==> src/common/crx_consts.svh <==
`ifndef CRX_CONSTS_SVH
`define CRX_CONSTS_SVH

// ------------------------------------------------------------
// Register byte offsets
// ------------------------------------------------------------
`define CRX_ADDR_FLAG    8'h00
`define CRX_ADDR_IEN     8'h04
`define CRX_ADDR_CTL     8'h08

// ------------------------------------------------------------
// Flag / enable field positions (shared layout)
// ------------------------------------------------------------
`define CRX_B_WAKE       7
`define CRX_B_CSC        6
`define CRX_RS_HI        5
`define CRX_RS_LO        4
`define CRX_TS_HI        3
`define CRX_TS_LO        2
`define CRX_B_OVR        1
`define CRX_B_RXF        0

// ------------------------------------------------------------
// Control register fields
// ------------------------------------------------------------
`define CRX_C_INIT_REQUEST     0
`define CRX_C_SLEEP_REQUEST      1
`define CRX_C_WUPEN      2
`define CRX_C_INIT_ACKNOWLEDGE     4
`define CRX_C_SLEEP_ACKNOWLEDGE      5

// ------------------------------------------------------------
// Error counter limits and state codes
// ------------------------------------------------------------
`define CRX_WRN_LIM      9'h060
`define CRX_ERR_LIM      9'h07F
`define CRX_BOFF_LIM     9'h0FF
`define CRX_CODE_OK      2'h0
`define CRX_CODE_WRN     2'h1
`define CRX_CODE_ERR     2'h2
`define CRX_CODE_BOFF    2'h3

// ------------------------------------------------------------
// Sensitivity selections and reset values
// ------------------------------------------------------------
`define CRX_SENS_ALL     2'h3
`define CRX_SENS_ERR     2'h2
`define CRX_SENS_BOFF    2'h1
`define CRX_SENS_NONE    2'h0
`define CRX_BIT_RST      1'b0
`define CRX_CTL_RST      3'h0
`define CRX_WORD_ZERO    32'h0000_0000

`endif

==> src/common/crx_pkg.sv <==
// ------------------------------------------------------------
// Shared types
// ------------------------------------------------------------
`default_nettype none
package crx_pkg;
  typedef logic [1:0] crx_code_t;
  typedef logic [8:0] crx_tec_t;
  typedef logic [7:0] crx_rec_t;
endpackage : crx_pkg
`default_nettype wire

==> src/common/crx_enc_if.sv <==
`timescale 1ns/1ns
`default_nettype none
// Counters in, raw state codes out
interface crx_enc_if;
  crx_pkg::crx_tec_t  transmit_error_counter;
  crx_pkg::crx_rec_t  receive_error_counter;
  crx_pkg::crx_code_t tx_raw;
  crx_pkg::crx_code_t rx_raw;
  modport enc  (input transmit_error_counter, receive_error_counter, output tx_raw, rx_raw);
  modport user (output transmit_error_counter, receive_error_counter, input tx_raw, rx_raw);
endinterface : crx_enc_if
`default_nettype wire

==> src/crx_state_enc.sv <==
`timescale 1ns/1ns
`default_nettype none
`include "crx_consts.svh"
module crx_state_enc (
  // Counter values and codes
  crx_enc_if.enc bus
);
  // ------------------------------------------------------------
  // Transmitter code from its counter
  // ------------------------------------------------------------
  function automatic crx_pkg::crx_code_t tx_code(input crx_pkg::crx_tec_t c);
    if (c > `CRX_BOFF_LIM) begin
      tx_code = `CRX_CODE_BOFF;
    end else if (c > `CRX_ERR_LIM) begin
      tx_code = `CRX_CODE_ERR;
    end else if (c > `CRX_WRN_LIM) begin
      tx_code = `CRX_CODE_WRN;
    end else begin
      tx_code = `CRX_CODE_OK;
    end
  endfunction : tx_code

  // transmitter code bands
  assign bus.tx_raw = tx_code(bus.transmit_error_counter);

  // receiver code, bus-off mirrored from transmitter
  always_comb begin
    if (bus.tx_raw == `CRX_CODE_BOFF) begin
      bus.rx_raw = `CRX_CODE_BOFF;
    end else if ({1'b0, bus.receive_error_counter} > `CRX_ERR_LIM) begin
      bus.rx_raw = `CRX_CODE_ERR;
    end else if ({1'b0, bus.receive_error_counter} > `CRX_WRN_LIM) begin
      bus.rx_raw = `CRX_CODE_WRN;
    end else begin
      bus.rx_raw = `CRX_CODE_OK;
    end
  end
endmodule : crx_state_enc
`default_nettype wire

==> src/crx_flag_irq.sv <==
// Functional notes
// Flags clear only by writing one once cause ended; zero writes ignored.
// Init mode holds flag register reset; writes accepted only after it.
// State codes and sensitivity fields survive init; codes read-only.
// Wake flag sets on bus activity in sleep with wake-up enabled.
// Status-change flag sets on error-state change per sensitivity.
// Pending status-change flag freezes both state codes.
// Receiver code: OK to 96, warning to 127, error above, bus-off.
// Transmitter code: OK to 96, warning, error to 255, bus-off above.
// Transmitter leaving bus-off forces receiver code to OK.
// Overrun flag sets on every receive overrun.
// Receive-full sets when a valid message enters foreground buffer.
// No foreground reload while receive-full is set.
// Software clears receive-full after reading the message.
// Software avoids reading receive buffer while receive-full clear.
// Init mode holds interrupt enables reset; writes only after it.
// Wake interrupt while wake flag and its enable set.
// Error interrupt from status-change or overrun with own enable.
// Receive interrupt while receive-full and its enable set.
// Receiver sensitivity: all, error/bus-off, bus-off only, never.
// Transmitter sensitivity: all, error/bus-off, bus-off only, never.
// Software sets wake interrupt enable and wake-up control together.
// Init mode active only with request and acknowledge both one.
// Sleep mode active only with request and acknowledge both one.
// Counters, overrun, reception and activity come from engine.
//
// Design decisions made here: the AHB-Lite register port and the placing of the registers.
`timescale 1ns/1ns
`default_nettype none
`include "crx_consts.svh"
module crx_flag_irq (
  // Clock and reset
  input  wire logic         mclk_in,
  input  wire logic         srst_in,
  // AHB-Lite slave
  input  wire logic         hsel_in,
  input  wire logic [31:0]  haddr_in,
  input  wire logic [1:0]   htrans_in,
  input  wire logic         hwrite_in,
  input  wire logic [2:0]   hsize_in,
  input  wire logic [31:0]  hwdata_in,
  input  wire logic         hready_in,
  output logic              hreadyout_out,
  output logic              hresp_out,
  output logic [31:0]       hrdata_out,
  // Protocol engine side
  input  wire logic [8:0]   tec_in,
  input  wire logic [7:0]   rec_in,
  input  wire logic         overrun_pulse_in,
  input  wire logic         rx_msg_pending_in,
  input  wire logic         bus_activity_in,
  input  wire logic         init_acknowledge_in,
  input  wire logic         sleep_acknowledge_in,
  output logic              fg_load_out,
  output logic              init_request_out,
  output logic              sleep_request_out,
  output logic              wakeup_enable_ctl_out,
  // Interrupt requests
  output logic              wake_irq_out,
  output logic              error_irq_out,
  output logic              rx_irq_out
);

  // ------------------------------------------------------------
  // Storage
  // ------------------------------------------------------------
  logic               wake_flag_reg;
  logic               status_change_flag_reg;
  logic               overrun_flag_reg;
  logic               receive_full_flag_reg;
  crx_pkg::crx_code_t rx_state_code_reg;
  crx_pkg::crx_code_t tx_state_code_reg;
  logic               wake_irq_enable_reg;
  logic               status_change_irq_enable_reg;
  logic               overrun_irq_enable_reg;
  logic               receive_full_irq_enable_reg;
  crx_pkg::crx_code_t rx_state_sensitivity_reg;
  crx_pkg::crx_code_t tx_state_sensitivity_reg;
  logic               init_request_reg;
  logic               sleep_request_reg;
  logic               wakeup_enable_ctl_reg;
  logic               dp_write_reg;
  logic [7:0]         dp_addr_reg;
  logic [31:0]        hrdata_reg;

  logic               init_mode;
  logic               sleep_mode;
  logic               ap_take;
  logic               wr_flag;
  logic               wr_ien;
  logic               wr_ctl;
  logic               wake_set;
  logic               csc_set;
  logic               code_upd;
  crx_pkg::crx_code_t rx_code_next;
  logic [7:0]         receiver_flag_reg;
  logic [7:0]         receiver_irq_enable_reg;
  logic [7:0]         ctl_word;

  // ------------------------------------------------------------
  // Helpers
  // ------------------------------------------------------------
  // sensitivity filter for one code transition
  function automatic logic sens_hit(input crx_pkg::crx_code_t sens,
                                    input crx_pkg::crx_code_t old_c,
                                    input crx_pkg::crx_code_t new_c);
    logic diff;
    diff = (old_c != new_c);
    unique case (sens)
      `CRX_SENS_ALL:  sens_hit = diff;
      `CRX_SENS_ERR:  sens_hit = diff && (old_c[1] || new_c[1]);
      `CRX_SENS_BOFF: sens_hit = diff && (old_c == `CRX_CODE_BOFF ||
                                          new_c == `CRX_CODE_BOFF);
      `CRX_SENS_NONE: sens_hit = 1'b0;
    endcase
  endfunction : sens_hit

  // Byte address match on the low eight bits, upper address bits ignored
  function automatic logic reg_sel(input logic [7:0] a,
                                   input logic [7:0] off);
    reg_sel = (a == off);
  endfunction : reg_sel

  // ------------------------------------------------------------
  // Counter to state code encoder
  // ------------------------------------------------------------
  crx_enc_if enc_bus ();
  // engine counters feed the encoder
  assign enc_bus.transmit_error_counter = tec_in;
  assign enc_bus.receive_error_counter = rec_in;
  crx_state_enc u_enc (
    .bus (enc_bus.enc)
  );

  // ------------------------------------------------------------
  // Mode decode
  // ------------------------------------------------------------
  // init needs request and acknowledge
  assign init_mode  = init_request_reg && init_acknowledge_in;
  // sleep needs request and acknowledge
  assign sleep_mode = sleep_request_reg && sleep_acknowledge_in;

  // ------------------------------------------------------------
  // AHB-Lite slave, zero wait states, always OKAY
  // ------------------------------------------------------------
  assign hreadyout_out = 1'b1;
  assign hresp_out     = 1'b0;
  assign hrdata_out    = hrdata_reg;
  assign ap_take       = hsel_in && htrans_in[1] && hready_in;
  assign wr_flag = dp_write_reg && reg_sel(dp_addr_reg, `CRX_ADDR_FLAG);
  assign wr_ien  = dp_write_reg && reg_sel(dp_addr_reg, `CRX_ADDR_IEN);
  assign wr_ctl  = dp_write_reg && reg_sel(dp_addr_reg, `CRX_ADDR_CTL);

  // Address phase capture for the following data phase
  always_ff @(posedge mclk_in) begin
    if (srst_in) begin
      dp_write_reg <= 1'b0;
      dp_addr_reg  <= 8'h00;
    end else if (hready_in) begin
      dp_write_reg <= ap_take && hwrite_in;
      dp_addr_reg  <= haddr_in[7:0];
    end
  end

  // Read data sampled at address phase; unmapped reads as zero
  always_ff @(posedge mclk_in) begin
    if (srst_in) begin
      hrdata_reg <= `CRX_WORD_ZERO;
    end else if (ap_take && !hwrite_in) begin
      if (reg_sel(haddr_in[7:0], `CRX_ADDR_FLAG)) begin
        hrdata_reg <= {24'h000000, receiver_flag_reg};
      end else if (reg_sel(haddr_in[7:0], `CRX_ADDR_IEN)) begin
        hrdata_reg <= {24'h000000, receiver_irq_enable_reg};
      end else if (reg_sel(haddr_in[7:0], `CRX_ADDR_CTL)) begin
        hrdata_reg <= {24'h000000, ctl_word};
      end else begin
        hrdata_reg <= `CRX_WORD_ZERO;
      end
    end
  end

  // ------------------------------------------------------------
  // Register read images
  // ------------------------------------------------------------
  assign receiver_flag_reg = {wake_flag_reg, status_change_flag_reg,
                              rx_state_code_reg, tx_state_code_reg,
                              overrun_flag_reg, receive_full_flag_reg};
  assign receiver_irq_enable_reg = {wake_irq_enable_reg,
                                    status_change_irq_enable_reg,
                                    rx_state_sensitivity_reg,
                                    tx_state_sensitivity_reg,
                                    overrun_irq_enable_reg,
                                    receive_full_irq_enable_reg};
  assign ctl_word = {2'h0, sleep_acknowledge_in, init_acknowledge_in,
                     1'b0, wakeup_enable_ctl_reg, sleep_request_reg,
                     init_request_reg};

  // ------------------------------------------------------------
  // Mode control register, writable at any time
  // ------------------------------------------------------------
  always_ff @(posedge mclk_in) begin
    if (srst_in) begin
      {wakeup_enable_ctl_reg, sleep_request_reg, init_request_reg} <=
        `CRX_CTL_RST;
    end else if (wr_ctl) begin
      init_request_reg      <= hwdata_in[`CRX_C_INIT_REQUEST];
      sleep_request_reg     <= hwdata_in[`CRX_C_SLEEP_REQUEST];
      wakeup_enable_ctl_reg <= hwdata_in[`CRX_C_WUPEN];
    end
  end
  assign init_request_out      = init_request_reg;
  assign sleep_request_out     = sleep_request_reg;
  assign wakeup_enable_ctl_out = wakeup_enable_ctl_reg;

  // ------------------------------------------------------------
  // Event sources
  // ------------------------------------------------------------
  // wake on activity in sleep when enabled
  assign wake_set = sleep_mode && bus_activity_in && wakeup_enable_ctl_reg;
  // foreground reload only while receive-full clear
  assign fg_load_out = rx_msg_pending_in && !receive_full_flag_reg &&
                       !init_mode;
  // codes follow the counters only while no change is pending
  assign code_upd = !status_change_flag_reg;

  // leaving bus-off drops receiver straight to OK
  always_comb begin
    if (tx_state_code_reg == `CRX_CODE_BOFF &&
        enc_bus.tx_raw != `CRX_CODE_BOFF) begin
      rx_code_next = `CRX_CODE_OK;
    end else begin
      rx_code_next = enc_bus.rx_raw;
    end
  end

  // flag a change that passes either sensitivity filter
  assign csc_set = code_upd && !init_mode &&
    (sens_hit(rx_state_sensitivity_reg, rx_state_code_reg, rx_code_next) ||
     sens_hit(tx_state_sensitivity_reg, tx_state_code_reg,
              enc_bus.tx_raw));

  // ------------------------------------------------------------
  // State codes, untouched by init and not software writable
  // ------------------------------------------------------------
  // only the counters move these
  always_ff @(posedge mclk_in) begin
    if (srst_in) begin
      rx_state_code_reg <= `CRX_CODE_OK;
      tx_state_code_reg <= `CRX_CODE_OK;
    end else if (code_upd) begin
      rx_state_code_reg <= rx_code_next;
      tx_state_code_reg <= enc_bus.tx_raw;
    end
  end

  // ------------------------------------------------------------
  // Sticky flags; set beats a same-cycle clear
  // ------------------------------------------------------------
  // init holds flags reset; R1 - write one clears, zero ignored
  always_ff @(posedge mclk_in) begin
    if (srst_in || init_mode) begin
      wake_flag_reg <= `CRX_BIT_RST;
    end else if (wake_set) begin
      wake_flag_reg <= 1'b1;
    end else if (wr_flag && hwdata_in[`CRX_B_WAKE]) begin
      wake_flag_reg <= 1'b0;
    end
  end

  // status change flag
  always_ff @(posedge mclk_in) begin
    if (srst_in || init_mode) begin
      status_change_flag_reg <= `CRX_BIT_RST;
    end else if (csc_set) begin
      status_change_flag_reg <= 1'b1;
    end else if (wr_flag && hwdata_in[`CRX_B_CSC]) begin
      status_change_flag_reg <= 1'b0;
    end
  end

  // overrun flag
  always_ff @(posedge mclk_in) begin
    if (srst_in || init_mode) begin
      overrun_flag_reg <= `CRX_BIT_RST;
    end else if (overrun_pulse_in) begin
      overrun_flag_reg <= 1'b1;
    end else if (wr_flag && hwdata_in[`CRX_B_OVR]) begin
      overrun_flag_reg <= 1'b0;
    end
  end

  // receive-full on foreground reload; R13 cleared by software
  always_ff @(posedge mclk_in) begin
    if (srst_in || init_mode) begin
      receive_full_flag_reg <= `CRX_BIT_RST;
    end else if (fg_load_out) begin
      receive_full_flag_reg <= 1'b1;
    end else if (wr_flag && hwdata_in[`CRX_B_RXF]) begin
      receive_full_flag_reg <= 1'b0;
    end
  end

  // ------------------------------------------------------------
  // Interrupt enables
  // ------------------------------------------------------------
  // init holds enables reset, writes only outside init
  always_ff @(posedge mclk_in) begin
    if (srst_in || init_mode) begin
      wake_irq_enable_reg          <= `CRX_BIT_RST;
      status_change_irq_enable_reg <= `CRX_BIT_RST;
      overrun_irq_enable_reg       <= `CRX_BIT_RST;
      receive_full_irq_enable_reg  <= `CRX_BIT_RST;
    end else if (wr_ien) begin
      wake_irq_enable_reg          <= hwdata_in[`CRX_B_WAKE];
      status_change_irq_enable_reg <= hwdata_in[`CRX_B_CSC];
      overrun_irq_enable_reg       <= hwdata_in[`CRX_B_OVR];
      receive_full_irq_enable_reg  <= hwdata_in[`CRX_B_RXF];
    end
  end

  // sensitivity survives init, still write-locked during it
  always_ff @(posedge mclk_in) begin
    if (srst_in) begin
      rx_state_sensitivity_reg <= `CRX_SENS_NONE;
      tx_state_sensitivity_reg <= `CRX_SENS_NONE;
    end else if (wr_ien && !init_mode) begin
      rx_state_sensitivity_reg <= hwdata_in[`CRX_RS_HI:`CRX_RS_LO];
      tx_state_sensitivity_reg <= hwdata_in[`CRX_TS_HI:`CRX_TS_LO];
    end
  end

  // ------------------------------------------------------------
  // Interrupt requests, levels from flag and enable flops
  // ------------------------------------------------------------
  // wake request
  assign wake_irq_out  = wake_flag_reg && wake_irq_enable_reg;
  // error request from either source
  assign error_irq_out =
    (status_change_flag_reg && status_change_irq_enable_reg) ||
    (overrun_flag_reg && overrun_irq_enable_reg);
  // receive request
  assign rx_irq_out    = receive_full_flag_reg && receive_full_irq_enable_reg;
endmodule : crx_flag_irq
`default_nettype wire

==> config.mk <==
export PLATFORM = sky130hd
export DESIGN_NAME = crx_flag_irq
export DESIGN_NICKNAME = d
export VERILOG_FILES = /design/src/common/crx_pkg.sv /design/src/common/crx_enc_if.sv /design/src/crx_state_enc.sv /design/src/crx_flag_irq.sv
export VERILOG_INCLUDE_DIRS = /design/src /design/src/common
export SDC_FILE = /design/constraint.sdc
export NUM_CORES = 1
export LEC_CHECK = 0
export ABC_AREA = 1
export BUFFER_PORTS_ARGS = -buffer_cell sky130_fd_sc_hd__buf_2
export CORE_ASPECT_RATIO = 0.7
export CORE_MARGIN = 2
export CORE_UTILIZATION = 42
export CTS_CLUSTER_DIAMETER = 150
export DETAILED_ROUTE_END_ITERATION = 16
export PLACE_DENSITY = 0.8
export SLEW_MARGIN = 20
export SYNTH_ARGS = -nofsm -noshare
export SYNTH_HDL_FRONTEND = slang
export SYNTH_SLANG_ARGS = --single-unit
==> constraint.sdc <==
create_clock -name mclk_in -period 1.7 [get_ports mclk_in]
set_clock_uncertainty 0.2 [all_clocks]
set_input_delay 0.255 -clock mclk_in [delete_from_list [all_inputs] [get_ports mclk_in]]
set_output_delay 0.255 -clock mclk_in [all_outputs]
set_load 0.005 [all_outputs]
; ---- Yosys cells after proc, flatten, opt, wreduce, memory -nomap -nowiden
; Index checks and enable logic that the tools add are counted.
[word_totals]
input_bits = 96
out_inout_bits = 41
reg_bits = 60
wordCells = 108
[classes]
n_eq_ne = 17
n_reduce_logical = 48
magnitude_cmp = 5
muxes = 20
[ops]
columns = op, count
row1 = 1-bit logical AND, 29
row2 = 9-bit by 7-bit > comparator with 1-bit output (second input constant), 2
row3 = 2-bit == test (second input constant), 8
row4 = 8-bit by 3-bit == test with 1-bit output (second input constant), 2
row5 = 8-bit by 4-bit == test with 1-bit output (second input constant), 2
row6 = 8-bit by 7-bit > comparator with 1-bit output (second input constant), 2
row7 = 8-bit zero test, 2
row8 = 8-bit two-way mux, 2
row9 = 1-bit two-way mux, 10
row10 = 2-bit two-way mux, 5
row11 = 9-bit by 8-bit > comparator with 1-bit output (second input constant), 1
row12 = 1-bit one-hot mux with 4 select lines, 2
row13 = 2-bit nonzero test, 4
row14 = 1-bit logical OR, 7
row15 = 6-bit two-way mux, 1
row16 = 2-bit by 1-bit == test with 1-bit output (second input constant), 2
row17 = 1-bit zero test, 4
row18 = 2-bit zero test, 2
row19 = 2-bit inequality test, 2
row20 = 2-bit inequality test (second input constant), 1

; ---- Logic depth before layout (Yosys ltp)
; Gate-level depths: netlist (run 1).
[logic_depth]
ltp_word = 14
mapped_depth = 12
depth_no_buf = 12

; ---- Modules after synthesis
; From an unflattened synthesis (run 1), not the netlist that was laid out.
[hier_totals]
hier_cells = 311
area_unflattened_um2 = 2100.8
[by_module_without_submodules]
columns = mod, cells_per_inst, instances, area_each_um2, seq_area_each_um2
row1 = crx_flag_irq, 289, 1, 2008.2, 720.7
row2 = crx_state_enc, 22, 1, 92.6, 0.0

; ---- Least setup slack after synthesis (run 1)
; OpenSTA, ideal clock, no wires.
[synth_timing]
kind = register to register
from = register tx_state_code_reg[0]
to = register status_change_flag_reg
slack_ns = 0.251
arrival_time_ns = 1.140
period_less_slack_ns = 1.449
n_path_buf = 0
path_stages_with_launch = 10
required_ns = 1.391
setup_ns = 0.109
path_cell_list = dfxtp_1 -> nand2_1 -> a21oi_1 -> ha_1 -> a21oi_1 -> a21o_1 -> nand2_1 -> nand3_1 -> nand2_1 -> inv_1
[synth_via]
elab_chain_len = 10
elab_cells_between_ends = 19
cone_classes = 4 x eq/ne / 4 x mux / 11 x reduce/logical
[synth_lines]
columns = item, line
row1 = from (decl), crx_flag_irq.sv:72  ; crx_pkg::crx_code_t tx_state_code_reg;
row2 = from (signal assigned), crx_flag_irq.sv:249  ; tx_state_code_reg <= `CRX_CODE_OK;
row3 = from (signal assigned), crx_flag_irq.sv:252  ; tx_state_code_reg <= enc_bus.tx_raw;
row4 = 2-bit == test (no source line), -
row5 = 1-bit logical AND (no source line), -
row6 = 2-bit two-way mux, crx_flag_irq.sv:228  ; if (tx_state_code_reg == `CRX_CODE_BOFF &&
row7 = 2-bit == test (no source line), -
row8 = 1-bit logical OR (no source line), -
row9 = 1-bit logical AND, crx_flag_irq.sv:112  ; `CRX_SENS_BOFF: sens_hit = diff && (old_c == `CRX_CODE_BOFF ||
row10 = 1-bit one-hot mux with 4 select lines, crx_flag_irq.sv:109  ; unique case (sens)
row11 = 1-bit logical OR *, crx_flag_irq.sv:238  ; (sens_hit(rx_state_sensitivity_reg, rx_state_code_reg, rx_code_next) ||
row12 = 1-bit logical AND *, crx_flag_irq.sv:237  ; assign csc_set = code_upd && !init_mode &&
row13 = 1-bit two-way mux or 2-bit nonzero test (tied branches), -
row14 = to (signal assigned), crx_flag_irq.sv:273  ; status_change_flag_reg <= `CRX_BIT_RST;
row15 = to (decl), crx_flag_irq.sv:68  ; logic status_change_flag_reg;
; Mark *: on every way between the ends. The rest lies on a longest branch, timed or not.
; A chain may end at the register's enable or synchronous reset.

; ---- Final worst setup path (run 1)
[layout_timing]
from = register status_change_flag_reg
to = output error_irq_out
[layout_via]
elab_chain_len = 2
[layout_lines]
columns = item, line
row1 = 1-bit logical AND, crx_flag_irq.sv:339  ; (status_change_flag_reg && status_change_irq_enable_reg) ||
row2 = 1-bit logical OR, crx_flag_irq.sv:339
row3 = to (decl), crx_flag_irq.sv:60  ; output logic error_irq_out,
; No other way between the ends.

==> results of run 1 <==
[routing by layer]
metal / global-route usage (%) / vias to the layer above / part of all wire [%]
met2: 26.2 / 69 / 45
li1: - / 1055 / -
met5: 0 / - / 0
met3: 4.10 / 5 / 6.6
met1: 24.7 / 888 / 48
met4: 3.41 / 0 / 0.68
[final timing paths]
check	from	end	slack [ps]	cells after the start
setup / recovery	status_change_flag_reg	error_irq_out	70	3
hold / removal	hwdata_in[3]	tx_state_sensitivity_reg[1]	0.9	3
setup reg to reg	dp_addr_reg[0]	tx_state_sensitivity_reg[1]	110	7
hold reg to reg	status_change_irq_enable_reg	status_change_irq_enable_reg	270	2
[layout by cell type (no fill, tap or decap)]
cell type,n
dfxtp_1,35
nand3_1,14
nand2_2,1
nor3_1,2
or2_4,1
a21oi_1,25
o211ai_1,2
clkinv_1,6
dfxtp_2,1
nor2_1,42
nor3_4,1
a21o_1,2
buf_4,6
conb_1,26
nor3_2,2
nand4_1,2
nor4_4,2
inv_1,36
o21ai_1,21
a211oi_1,2
buf_2,58
clkbuf_1,2
o21ai_0,9
ha_1,6
nor2_4,1
nand3b_1,1
nand3_2,2
or2_1,1
inv_2,10
dlygate4sd3_1,3
nand2_1,46
clkbuf_8,6
a21oi_2,1
[power by group through the flow]
stage / combinational [uW] / sequential (uW) / clock, uW
CTS: 236 / 895 / 638
detailed placement: 228 / 915 / 0
floorplan: 175 / 911 / 0
global route: 271 / 899 / 678
finish: 239 / 896 / 630
global placement: 224 / 914 / 0
[repair_timing]
action                                 4_1_cts  5_1_grt
buffers inserted                             0        1
endpoints found under the hold margin        3        0
setup endpoints to repair                    0        5
gates resized for setup                      0        4
hold buffers                                 3        0
[logic make-up (layout without fill, tap and decap cells)]
kind of cell | count (synthesis) | count (layout) | share of synthesized area (%)
simple gates | 118 | 118 | 26.4
flops | 36 | 36 | 34.5
buf+inv | 83 | 127 | 19.6
other cells | 2 | 26 | 0.359
fa+ha+maj | 6 | 6 | 3.59
compound gates | 62 | 62 | 15.6
[worst min-delay path, delay by kind of cell]
kind / cells / cell delay [ps]
buffers and inverters: 1 / 80
AND/OR/NAND/NOR: 2 / 120
[per-stage QoR]
step	instances	hold slack, ps
after floorplan	331	189
after global placement	432	257
after detailed placement	432	262
after CTS	443	0.572
after global routing	444	13.0
final	444	0.919
[cell type report]
class	instances	share of cell area [%]
well taps	69	3.42
inverters	52	7.74
flip-flops and latches	36	28.6
repair buffers	67	14.5
multi-input cells	212	42.2
clock buffers	8	3.57
==> metrics.md, run 1 <==
| Metric | Value |
|---|---|
| Status | `completed` |
| Most frequent cell after synthesis | `nand2_1` |
| Core footprint | `0.00478 mm2` |
| FMAX | `615 MHz` |
| Pre-CTS setup slack | `24.2 ps` |
| Net Sw Frac | `26.1%` |
| Share of cells above drive strength 1 | `approximately a quarter` |
| IR drop worst, VDD | `362 uV` |
| Worst path slowest cell | `dfxtp_1` |
| Max Cap Violations | `0` |
| Total Wirelength | `around 4.8 mm` |
| Data arrival, critical path | `1170 ps` |
| Synth area leader | `dfxtp_1` |
| Area grow syn2layout | `20.7%` |
| Global Route Usage Sum | `17.2%` |
| Worst setup SP type | `register` |
| Number of distinct library cells after synthesis | `28` |
| Final hold vios | `0` |
| Die width | `88.3 um` |
| Storage element area | `722 um2` |
| Sequential share of power | `50.8%` |
| Die height | `63.0 um` |
| Placed Area | `0.00238 mm2` |
| Final setup vio count | `0` |
| Vias in the first global route | `1761` |
| Synth Instances | `307` |
| Yosys top cell area share | `between 30 and 40%` |
| Max FO, Critical Path | `7` |
| Yosys reg bits | `36` |
| Final Core Density | `a little over half` |
| Grt total ovfl | `0` |
| CTS tree | `yes` |
| Fin Setup TNS | `0 ps` |
| Number of fill cells | `504` |
| CTS Sinks | `36` |
| FP Rows | `21` |
| Slew Viols, Final | `0` |
| Clk buf depth | `2` |
| Post-synth top cells | `46 x nand2_1, 42 x nor2_1, 36 x dfxtp_1, 36 x inv_1` |
| Count of input and output buffers | `58` |
| ANT cells | `0` |
| Wire length per cell | `10.9 um` |
| Leakage | `approximately 0.0013 uW` |
| GPL Wtd Cong | `0.822` |
| Ys flop type | `dfxtp_1` |
| Die area | `0.00556 mm2` |
| Sequential area share after synthesis | `34.5%` |
| Detailed Routing Iterations Pass 1 | `4` |
| Initial Utilization | `43.7%` |
| Drt first-iter violations | `between 100 and 150` |
| P_sw | `roughly 460 uW` |
| Synth warn | `0` |
| Synth area leaders | `dfxtp_1 34%, buf_4 9.3%, nand2_1 8.3%` |
| Buf+Inv Stages, Crit Path | `2` |
| Num ports | `137` |
| Routed Antenna Nets | `0` |
| Worst setup path class | `register to output pin` |
| Detailed Place HPWL | `~3.8 mm` |
| Setup slack after layout | `between 70 and 80 ps` |
| TritonCTS buffer count | `5` |
| Post-Syn Area | `0.00209 mm2` |
| Cell family with most CP delay | `flip-flops` |
| Largest net degree at the start of global routing | `23` |
| Worst EP required | `1240 ps` |
| Final #Nets | `476` |
| Crit-path max cell delay | `460 ps` |
| Logic pwr share | `between 10 and 15%` |
| Multi-input logic area | `0.00106 mm2` |
| Hold Path Class | `input port to register` |
| H-tree depth | `2` |
| Internal | `1300 uW` |
| Power, Total | `1770 uW` |
| Initial antenna violation count | `0` |
| Clock Latency Late Sink | `about 290 ps` |
| Clock transition at path regs | `~70 ps` |
| DR vias/cell | `4.54` |
| Global-route wire length before repair | `7.60 mm` |
| Clock root buffer master | `clkbuf_8` |
| Minimum clock period after layout | `1630 ps` |
| Design area | `0.00252 mm2` |
| Pwr dens | `approximately 700 mW/mm2` |
| Post-synth ARST share | `0%` |
| CP Capture Type | `output pin` |
| EDFF count, synth | `0` |
| Syn Area/Cell | `6.81 um2` |
| Worst-path cell chain | `inv_2 -> o21ai_1 -> buf_2` |
| Final period utilization | `95.7%` |
| Total number of vias | `approximately 2000` |
| Share of total power in the clock network | `35.7%` |
| # DRC | `0` |
Power figures use the tool's default switching activity.
==> run 2, diff against run 1 <==
--- a/config.mk
+++ b/config.mk
@@ -9,11 +9,11 @@
 export ABC_AREA = 1
 export BUFFER_PORTS_ARGS = -buffer_cell sky130_fd_sc_hd__buf_2
 export CORE_ASPECT_RATIO = 0.7
-export CORE_MARGIN = 2
 export CORE_UTILIZATION = 42
 export CTS_CLUSTER_DIAMETER = 150
 export DETAILED_ROUTE_END_ITERATION = 16
 export PLACE_DENSITY = 0.8
+export REMOVE_ABC_BUFFERS = 1
 export SLEW_MARGIN = 20
 export SYNTH_ARGS = -nofsm -noshare
 export SYNTH_HDL_FRONTEND = slang
==> run 2 against run 1 <==
Against the previous run:
- total power is 6.7% higher
- final cell count is 0.23% higher
- clock power is 18% higher
- count of clock-buffer cells in the layout is 2 lower
- wire length is 3.3% higher
- cell area is 2.0% higher
- setup slack better by 31 ps
==> metrics.md, run 2 (same netlist as run 1, synthesis figures left out) <==
| Metric | Value |
|---|---|
| Grt total ovfl | `0` |
| Share of cells above drive strength 1 | `25.8%` |
| FMAX | `627 MHz` |
| Leading cell type in the layout, fill and taps excluded | `buf_2` |
| Sequential share of power | `a little under half` |
| Drt first-iter violations | `106` |
| Hold Path Class | `input port to register` |
| Num ports | `approximately 140` |
| P_sw | `roughly 470 uW` |
| Clock root buffer master | `clkbuf_8` |
| Leakage | `0.00134 uW` |
| Global-route wire length before repair | `7.95 mm` |
| Worst EP required | `1690 ps` |
| Placed Cells | `434` |
| Share of total power in the clock network | `39.6%` |
| Die area | `0.00527 mm2` |
| FP Rows | `21` |
| Vias in the first global route | `roughly 1800` |
| Setup slack after layout | `105 ps` |
| DR vias/cell | `4.61` |
| Largest net degree at the start of global routing | `23` |
| ANT cells | `0` |
| Fin cells | `445` |
| Initial Utilization | `43.7%` |
| Final setup vio count | `0` |
| IR drop worst, VDD | `337 uV` |
| RSZ-0062 raised after global routing | `false` |
| CTS tree | `yes` |
| Fin Setup TNS | `0 ps` |
| Minimum clock period after layout | `roughly 1600 ps` |
| Multi-input logic area | `0.00107 mm2` |
| CP Capture Type | `register` |
| Area grow syn2layout | `23.2%` |
| Die height | `61.0 um` |
| Logic pwr share | `12.8%` |
| TritonCTS buffer count | `5` |
| Pre-CTS setup slack | `around 47 ps` |
| Commonest non-fill, non-tap cells in the layout | `58 x buf_2, 45 x nand2_1, 42 x nor2_1` |
| Net Sw Frac | `25.2%` |
| Storage element area | `~720 um2` |
| Initial antenna violation count | `0` |
| Detailed Place HPWL | `roughly 3.9 mm` |
| Total Wirelength | `4.98 mm` |
| Worst setup path class | `register to register` |
| Final period utilization | `93.9%` |
| Die width | `86.3 um` |
| Final #Nets | `477` |
| Number of fill cells | `493` |
| Final hold vios | `0` |
| Core footprint | `0.00478 mm2` |
| Count of input and output buffers | `58` |
| CTS Sinks | `36` |
| H-tree depth | `2` |
| Clock transition at path regs | `70 ps` |
| Clk buf depth | `2` |
| Worst setup SP type | `register` |
| # DRC | `0` |
| Max Cap Violations | `0` |
| Clock Latency Late Sink | `around 290 ps` |
| Total number of vias | `2053` |
| GPL Wtd Cong | `around 0.92` |
| Max FO, Critical Path | `5` |
| Pwr dens | `732 mW/mm2` |
| Global Route Usage Sum | `roughly a fifth` |
| Status | `completed` |
| Data arrival, critical path | `1590 ps` |
| Internal | `1410 uW` |
| Routed Antenna Nets | `0` |
| Detailed Routing Iterations Pass 1 | `4` |
| Slew Viols, Final | `0` |
| Wire length per cell | `between 10 and 15 um` |
## run 2: final timing paths
check / startpoint / to / slack [ps] / depth (start not counted)
worst max-delay path: dp_addr_reg[0] / tx_state_sensitivity_reg[1] / 100 / 7
worst min register to register: status_change_irq_enable_reg / status_change_irq_enable_reg / 280 / 2
worst max register to register: dp_addr_reg[0] / tx_state_sensitivity_reg[1] / 100 / 7
worst min-delay path: hwdata_in[3] / tx_state_sensitivity_reg[1] / 5 / 3
## run 2: layout make-up
cell class	count	area share, %
Clock buffer	6	2.82
Clock inverter	2	1.36
Inverter	52	7.58
Multi-Input combinational cell	212	41.4
Sequential cell	36	28.1
Tap cell	69	3.35
Timing Repair Buffer	68	15.4
## run 2: power by group through the flow
stage               combinational [uW]  sequential, uW  clock (uW)
finish                             241             897         746
CTS                                238             895         760
global placement                   225             913           0
detailed placement                 233             914           0
floorplan                          125             911           0
global route                       277             899         800
## run 2: through the flow
step           util, %  total power (uW)  hold WS [ps]  cell area [um2]
6_report          53.8              1880          4.66             2570
5_1_grt           53.8              1980          16.5             2570
3_5_place_dp      50.6              1150           263             2420
4_1_cts           53.3              1890          2.42             2550
2_1_floorplan        -              1040           124             1970
3_3_place_gp      50.6              1140           257             2420
## run 2: repair_timing
action | CTS | global route
gates resized for setup | 0 | 6
buffers inserted | 0 | 1
setup endpoints to repair | 0 | 7
endpoints found under the hold margin | 2 | 0
hold buffers | 2 | 0
## run 2: routing by layer
layer  track usage (%)  wire, um  up-vias
met3              3.22       318       13
met4              9.52       103        0
li1                  -         -     1052
met5                 0         0        -
met2              30.6      2120       78
met1              27.9      2440      910
## run 2: worst max-delay path, cell delays in order, from the launching register on
cell     delay, ps
dfxtp_1        310
or2_1          280
nor3_2         150
nand3_2        170
nor2_4         170
inv_2           70
nor2_1          90
nor2_1          50
